### config.mk
export PLATFORM = sky130hd
export DESIGN_NAME = bbc_config_regs
export DESIGN_NICKNAME = d
export VERILOG_FILES = /design/src/bbc_pkg.sv /design/src/bbc_config_regs.sv /design/src/bbc_sticky_flag.sv
export VERILOG_INCLUDE_DIRS = /design/src /design/src/src
export SDC_FILE = /design/constraint.sdc
export NUM_CORES = 1
export LEC_CHECK = 0
export ABC_CLOCK_PERIOD_IN_PS = 6400
export BUFFER_PORTS_ARGS = -buffer_cell sky130_fd_sc_hd__buf_2
export CAP_MARGIN = 20
export CORE_MARGIN = 5
export CORE_UTILIZATION = 61
export CTS_BUF_LIST = sky130_fd_sc_hd__clkbuf_2
export DETAILED_ROUTE_END_ITERATION = 6
export PLACE_DENSITY = 0.94
export SKIP_LAST_GASP = 1
export SLEW_MARGIN = 20
export SYNTH_ARGS = -nofsm -noshare
export SYNTH_HDL_FRONTEND = slang
export SYNTH_SLANG_ARGS = --single-unit
### constraint.sdc
create_clock -name clk_i -period 6.4 [get_ports clk_i]
set_clock_uncertainty 0.2 [all_clocks]
set_input_delay 0 -clock clk_i [delete_from_list [all_inputs] [get_ports clk_i]]
set_output_delay 0 -clock clk_i [all_outputs]
set_load 0.02 [all_outputs]
### src/bbc_consts.svh
// Purpose: offsets, field positions and reset values of the converter register bank
// Assumes: byte-wide registers at byte offsets
// Notes:   included by the package users only
`ifndef BBC_CONSTS_SVH
`define BBC_CONSTS_SVH
`define BBC_OFF_CONTROL   8'h01
`define BBC_OFF_STATUS    8'h02
`define BBC_OFF_IDENTITY  8'h03
`define BBC_OFF_LEVEL_A   8'h04
`define BBC_OFF_LEVEL_B   8'h05
`define BBC_CTL_RSVD_HI   7
`define BBC_CTL_RANGE     6
`define BBC_CTL_ENABLE    5
`define BBC_CTL_RSVD_LO   4
`define BBC_CTL_FORCED    3
`define BBC_CTL_RAMPED    2
`define BBC_CTL_RATE_HI   1
`define BBC_ST_THERMAL    1
`define BBC_ST_NOT_GOOD   0
`define BBC_RST_CONTROL   8'h00
`define BBC_RST_LEVEL_A   7'h3c
`define BBC_RST_LEVEL_B   7'h42
`define BBC_ID_DEFAULT    8'h15
`define BBC_LOW_BASE_MV   13'h0708
`define BBC_HIGH_BASE_MV  13'h07e9
`define BBC_STEP_MV       13'h0019
`endif

### src/bbc_pkg.sv
// Purpose: shared types of the converter register bank
// Assumes: nothing
// Notes:   constants live in bbc_consts.svh
package bbc_pkg;
  typedef enum logic [1:0] {
    BBC_RATE_1V,
    BBC_RATE_2V5,
    BBC_RATE_5V,
    BBC_RATE_10V
  } bbc_rate_e;
  typedef logic [6:0] bbc_level_t;
endpackage

### src/bbc_config_regs.sv
// Purpose: byte-wide configuration register bank of a buck-boost converter
// Assumes: serial-bus engine outside presents one byte access per strobe
// Notes:   read data registered, valid one cycle after the read strobe
// Notes on behaviour
// - only offsets 1h to 5h are decoded
// - lockout or enable-low returns registers to reset
// - control bit 6 selects low or high span
// - control bit 5 enables converter, variant reset
// - control bit 3 forces fixed-frequency pulse mode
// - control bit 2 enables ramped pulse mode
// - control bits 1-0 choose transition rate
// - any single register accessed on its own
// - status read clears flags unless fault persists
// - select pin picks level a or b
// - target millivolts from range base plus code step
`timescale 1ns/1ps
`include "bbc_consts.svh"
module bbc_config_regs
  import bbc_pkg::*;
#(
  parameter logic       ENABLE_RESET = 1'b1,
  parameter logic [7:0] IDENTITY     = `BBC_ID_DEFAULT // arbitrary value
) (
  input  wire logic       clk_i,
  input  wire logic       sys_rst_i,
  input  wire logic       supply_lockout_i,
  input  wire logic       enable_pin_i,
  input  wire logic [7:0] addr_i,
  input  wire logic       wr_i,
  input  wire logic [7:0] wdata_i,
  input  wire logic       rd_i,
  output logic [7:0]      rdata_o,
  input  wire logic       thermal_fault_i,
  input  wire logic       power_not_good_i,
  input  wire logic       level_select_pin_i,
  output logic            range_high_o,
  output logic            converter_on_o,
  output logic            forced_pulse_mode_o,
  output logic            ramped_pulse_mode_o,
  output bbc_rate_e       rate_o,
  output bbc_level_t      level_code_o,
  output logic [12:0]     target_mv_o
);
  // ********************************
  // reset and decode
  // ********************************
  logic       vol_rst;
  logic [7:0] converter_control;
  bbc_level_t output_level_a;
  bbc_level_t output_level_b;
  logic       flag_thermal;
  logic       flag_not_good;
  logic       status_read;
  logic [7:0] next_rdata;
  logic [12:0] next_target_mv;

  assign vol_rst     = supply_lockout_i || !enable_pin_i;
  assign status_read = rd_i && (addr_i == `BBC_OFF_STATUS);

  // ********************************
  // writable registers
  // ********************************
  // each register written alone, no burst pointer kept
  always_ff @(posedge clk_i) begin
    if (sys_rst_i || vol_rst) begin
      converter_control <= `BBC_RST_CONTROL;
      converter_control[`BBC_CTL_ENABLE] <= ENABLE_RESET;
    end else if (wr_i && addr_i == `BBC_OFF_CONTROL) begin
      converter_control <= wdata_i; // reserved bits stored as written
    end
  end

  always_ff @(posedge clk_i) begin
    if (sys_rst_i || vol_rst) begin
      output_level_a <= `BBC_RST_LEVEL_A;
    end else if (wr_i && addr_i == `BBC_OFF_LEVEL_A) begin
      output_level_a <= wdata_i[6:0]; // bit 7 read-only
    end
  end

  always_ff @(posedge clk_i) begin
    if (sys_rst_i || vol_rst) begin
      output_level_b <= `BBC_RST_LEVEL_B;
    end else if (wr_i && addr_i == `BBC_OFF_LEVEL_B) begin
      output_level_b <= wdata_i[6:0];
    end
  end

  // ********************************
  // latched faults
  // ********************************
  bbc_sticky_flag u_thermal (
    .clk_i     (clk_i),
    .sys_rst_i (sys_rst_i),
    .vol_rst_i (vol_rst),
    .fault_i   (thermal_fault_i),
    .clear_i   (status_read),
    .flag_o    (flag_thermal)
  );

  bbc_sticky_flag u_not_good (
    .clk_i     (clk_i),
    .sys_rst_i (sys_rst_i),
    .vol_rst_i (vol_rst),
    .fault_i   (power_not_good_i),
    .clear_i   (status_read),
    .flag_o    (flag_not_good)
  );

  // ********************************
  // read path
  // ********************************
  always_comb begin
    next_rdata = 8'h00;
    unique case (addr_i)
      `BBC_OFF_CONTROL:  next_rdata = converter_control;
      `BBC_OFF_STATUS:   next_rdata = {6'h00, flag_thermal, flag_not_good};
      `BBC_OFF_IDENTITY: next_rdata = IDENTITY;
      `BBC_OFF_LEVEL_A:  next_rdata = {1'b0, output_level_a};
      `BBC_OFF_LEVEL_B:  next_rdata = {1'b0, output_level_b};
      default:           next_rdata = 8'h00;
    endcase
  end

  always_ff @(posedge clk_i) begin
    if (sys_rst_i) begin
      rdata_o <= 8'h00;
    end else if (rd_i) begin
      rdata_o <= next_rdata;
    end
  end

  // ********************************
  // converter controls
  // ********************************
  assign range_high_o        = converter_control[`BBC_CTL_RANGE];
  assign converter_on_o      = converter_control[`BBC_CTL_ENABLE];
  assign forced_pulse_mode_o = converter_control[`BBC_CTL_FORCED];
  assign ramped_pulse_mode_o = converter_control[`BBC_CTL_RAMPED];
  assign rate_o = bbc_rate_e'(converter_control[`BBC_CTL_RATE_HI:0]);

  // select pin taken as synchronous; a mid-ramp switch is the stage's concern
  always_ff @(posedge clk_i) begin
    if (sys_rst_i) begin
      level_code_o <= `BBC_RST_LEVEL_A;
    end else begin
      level_code_o <= level_select_pin_i ? output_level_b : output_level_a;
    end
  end

  // millivolts keep the 25 mV step exact in integer form
  always_comb begin
    next_target_mv = (converter_control[`BBC_CTL_RANGE] ? `BBC_HIGH_BASE_MV : `BBC_LOW_BASE_MV)
                     + 13'(level_code_o * `BBC_STEP_MV);
  end

  always_ff @(posedge clk_i) begin
    if (sys_rst_i) begin
      target_mv_o <= `BBC_LOW_BASE_MV;
    end else begin
      target_mv_o <= next_target_mv;
    end
  end

  // ********************************
  // checks
  // ********************************
  property p_volatile_reset;
    @(posedge clk_i) disable iff (sys_rst_i)
      vol_rst |=> (output_level_a == `BBC_RST_LEVEL_A) && (output_level_b == `BBC_RST_LEVEL_B)
                  && (converter_control[`BBC_CTL_RANGE] == 1'b0);
  endproperty
  a_volatile_reset: assert property (p_volatile_reset) else $error("volatile reset missed");

  property p_enable_reset;
    @(posedge clk_i) disable iff (sys_rst_i)
      vol_rst |=> converter_on_o == ENABLE_RESET;
  endproperty
  a_enable_reset: assert property (p_enable_reset) else $error("enable reset value wrong");

  property p_control_write;
    @(posedge clk_i) disable iff (sys_rst_i)
      (wr_i && addr_i == `BBC_OFF_CONTROL && !vol_rst) |=>
        {range_high_o, converter_on_o, forced_pulse_mode_o, ramped_pulse_mode_o, rate_o}
        == {$past(wdata_i[6]), $past(wdata_i[5]), $past(wdata_i[3:0])};
  endproperty
  a_control_write: assert property (p_control_write) else $error("control field mismatch");

  property p_fault_holds;
    @(posedge clk_i) disable iff (sys_rst_i || vol_rst)
      (status_read && thermal_fault_i) |=> flag_thermal;
  endproperty
  a_fault_holds: assert property (p_fault_holds) else $error("standing fault cleared");

  property p_read_clears;
    @(posedge clk_i) disable iff (sys_rst_i)
      (status_read && !power_not_good_i) |=> !flag_not_good;
  endproperty
  a_read_clears: assert property (p_read_clears) else $error("flag not cleared");

  property p_unmapped_zero;
    @(posedge clk_i) disable iff (sys_rst_i)
      (rd_i && (addr_i == 8'h00 || addr_i > `BBC_OFF_LEVEL_B)) |=> rdata_o == 8'h00;
  endproperty
  a_unmapped_zero: assert property (p_unmapped_zero) else $error("unmapped read nonzero");

  property p_level_pick;
    @(posedge clk_i) disable iff (sys_rst_i)
      1'b1 |=> level_code_o == ($past(level_select_pin_i) ? $past(output_level_b)
                                                          : $past(output_level_a));
  endproperty
  a_level_pick: assert property (p_level_pick) else $error("wrong level register");

  property p_target;
    @(posedge clk_i) disable iff (sys_rst_i)
      ##1 (!range_high_o && $stable(range_high_o)) |=>
        target_mv_o == 13'(`BBC_LOW_BASE_MV + 13'($past(level_code_o) * `BBC_STEP_MV));
  endproperty
  a_target: assert property (p_target) else $error("target voltage wrong");

  property p_identity;
    @(posedge clk_i) disable iff (sys_rst_i)
      (rd_i && addr_i == `BBC_OFF_IDENTITY) |=> rdata_o == IDENTITY;
  endproperty
  a_identity: assert property (p_identity) else $error("identity read wrong");

  c_status_clear: cover property (@(posedge clk_i) flag_thermal ##1 status_read ##1 !flag_thermal);
  c_level_b:      cover property (@(posedge clk_i) level_select_pin_i ##1 level_code_o != 7'h00);
  c_lockout:      cover property (@(posedge clk_i) converter_on_o ##1 supply_lockout_i);
  c_high_range:   cover property (@(posedge clk_i) range_high_o && rate_o == BBC_RATE_10V);
endmodule

### src/bbc_sticky_flag.sv
// Purpose: one latched fault flag, cleared by a status read
// Assumes: fault level synchronous to clk_i
// Notes:   set wins over clear; a standing fault keeps the flag up
`timescale 1ns/1ps
module bbc_sticky_flag (
  input  wire logic clk_i,
  input  wire logic sys_rst_i,
  input  wire logic vol_rst_i,
  input  wire logic fault_i,
  input  wire logic clear_i,
  output logic      flag_o
);
  always_ff @(posedge clk_i) begin
    if (sys_rst_i || vol_rst_i) begin
      flag_o <= 1'b0;
    end else if (fault_i) begin
      flag_o <= 1'b1;
    end else if (clear_i) begin
      flag_o <= 1'b0;
    end
  end
endmodule

==> impl_metrics.ini <==
[status]
status = finished clean

[die]
die_area_um2 = 6210
die_y_um = 78.8
std_cell_rows = 25
start_util = 0.619
core_region_area_um2 = 4660
die_w_um = 78.8
io_pins = 59

[power]
switching_share = 0.313
p_total_uw = 706
p_leak_uw = 0.00176
power.switching_uw = 221
p_clk_frac = 0.232
p_per_area_nw_per_um2 = 191
power.internal_uw = 485
p_comb_frac = 0.276
ir_drop_v = 0.000170
p_seq_frac = 0.492

[layout]
antenna_cells = 0
drive_gt1_frac = 0.192
nFillCells = 263
syn_to_final_growth_pct = 27.8
final_cells = 456
final_nets = 461
final-seq-area_um2 = 1040
multiInputGateArea_um2 = 1710

[clock_tree]
cts_buffer_depth = 2
clk_latency_ns = 0.45
ctsHoldBuffers = 45
ctsRootBufferMaster = clkbuf_2
numClockSinks = 52
cts.clk_slew.worst_paths_ns = 0.25
cts.repair.resized = 0
post-cts-setup-buffer-count = 0
cts_buffers = 5
cts_tree = done
htreeDepth = 2

[timing]
finalMaxSlewViolations = 0
hold_violations = 0
setup_viol = 0
fmax_mhz = 284
holdWs_ns = 0.130
slew_headroom = 0.627
post-route-period-util = 0.550
timing.final.crit_period_ns = 3.52
tns_ns = 0
tightest_slew_ns = 0.558
grt_setup_unrepaired = false
setup_slack_ns = 2.88

[yosys]
async_reset_ff_frac = 0
synth-edff-count = 0
syn-mean-instance-area_um2 = 9.43
synth-warning-count = 0
synth.net_count = 364
synthFlopType = dfxtp_1
synth_area_leaders = dfxtp_1 36%, ha_1 12%, mux2i_1 10%
synth_cell_types = 49
syn_area_um2 = 2890
syn_inst = 306
yosysSeqAreaShare = 0.361
synth_top_cell_by_area = dfxtp_1
ys_ff_latch = 52
yosys.area.top_type_share = 0.361

[route]
drc = 0
wirelength_um = 8220
postRouteAntennaNets = 0
viasPerCell = 6.06
dr.pass1.iters = 5
drt_iter0_drc = 232
post_drt_wl_per_cell_um = 18.0
vias = 2765

[placement]
dp_slack_ns = 3.15
dpl.hpwl_um = 5050
routabilityCongestion = 0.885
place_inst = 405
io_buffers = 58

[critical_path]
cp.required_ns = 6.58
arrival_ns = 3.71
end_kind = register
criticalPathCategory = primary input to register
rrSetupSlack_ns = 3.06
path_max_fanout = 6
start_kind = primary input

[grt]
track_usage = 0.275
grt_antenna_before_repair = 0
grt_pass1_wl_um = 13400
grt_overflow = 0
grt_pass1_vias = 2776
grt_max_degree = 29

[hold_path]
worstHoldPathType = primary input to register

[job]
cap_violations = 0
-- critical path: stages --
cell and delay (ns):
dlygate4sd3_1 0.53, buf_2 0.12, or4_4 0.43, nor3_4 0.15, dlygate4sd3_1 0.79, nand4_4 0.19
dlygate4sd3_1 0.75, mux2i_1 0.16, dlygate4sd3_1 0.57
-- cell usage after synthesis, types with 3 or more instances --
master / number
a211oi_1: 3
a21oi_1: 6
a22oi_1: 4
clkbuf_1: 9
dfxtp_1: 52
fa_1: 6
ha_1: 27
inv_1: 17
mux2_2: 6
mux2i_1: 29
nand2_1: 38
nand2b_1: 3
nand3_1: 7
nand4_1: 6
nor2_1: 23
nor2b_1: 6
nor3b_1: 3
o21ai_0: 15
xor2_1: 5
-- final cells by class --
| type | count | area share |
|---|---|---|
| Clock buffer | 5 | 0.00678 |
| Clock inverter | 1 | 0.00814 |
| Inverter | 17 | 0.0173 |
| Multi-Input combinational cell | 223 | 0.465 |
| Sequential cell | 52 | 0.282 |
| Tap cell | 54 | 0.0183 |
| Timing Repair Buffer | 104 | 0.203 |
-- cell usage in the layout (no fill, tap or decap), drive strengths merged, types with 2 or more instances in the layout --
cell type    instances
inv                 17
xor2                 5
nor2b                6
o21a                 2
a211oi               3
nand2               38
dlygate4sd3         45
nor3b                4
a31oi                2
a22oi                4
o311ai               2
and2                 2
ha                  27
a22o                 2
dfxtp               52
nor2                23
a21o                 2
nand2b               3
clkbuf               5
nand3b               2
fa                   6
and3                 2
nand3                7
nand4                7
mux2                 6
o21ai               15
nor3                 3
a21oi                6
mux2i               29
buf                 59
-- flip-flops by register name, summed over array words and instances (netlist names) --
name               count
converter_control      8
level_code_o           7
output_level_b         7
output_level_a         7
u_not_good.flag_o      1
u_thermal.flag_o       1
rdata_o                8
target_mv_o           13
-- worst paths after layout --
path	from	to	cells after the start
worst max-delay path	addr_i[7]	output_level_b[6]$_SDFFE_PP1P_	9
worst min-delay path	addr_i[4]	converter_control[0]$_SDFFE_PP0P_	5
worst max register to register	converter_control[6]$_SDFFE_PP0P_	target_mv_o[10]$_SDFF_PP1_	8
worst min register to register	rdata_o[4]$_SDFFE_PP0P_	rdata_o[4]$_SDFFE_PP0P_	2
-- stage by stage --
step | utilization | area, um2
3_3_place_gp | 0.683 | 3180
4_1_cts | 0.792 | 3690
5_1_grt | 0.792 | 3690
3_5_place_dp | 0.683 | 3180
6_report | 0.792 | 3690
2_1_floorplan | - | 2890
-- kinds of logic after synthesis --
logic type | count (synthesis) | synth area share
mux | 35 | 0.124
flops | 52 | 0.361
fa+ha+maj | 33 | 0.159
simple gates | 101 | 0.180
buf+inv | 31 | 0.0455
compound gates | 48 | 0.113
xor+xnor | 6 | 0.0182
-- power by group through the flow --
stage          Clock, uW  Sequential (uW)  Combinational, uW
2_1_floorplan          0              375                104
3_3_place_gp           0              353                168
3_5_place_dp           0              354                175
4_1_cts              160              347                191
5_1_grt              175              349                213
6_report             164              347                195
-- metal layers --
layer | up-vias | track usage | share of wire
li1 | 1267 | - | -
met3 | 61 | 0.0590 | 0.070
met4 | 0 | 0.147 | 0.052
met1 | 1255 | 0.300 | 0.37
met2 | 182 | 0.496 | 0.51
met5 | - | 0 | 0
Note: power is estimated with default switching activity, not from simulation.
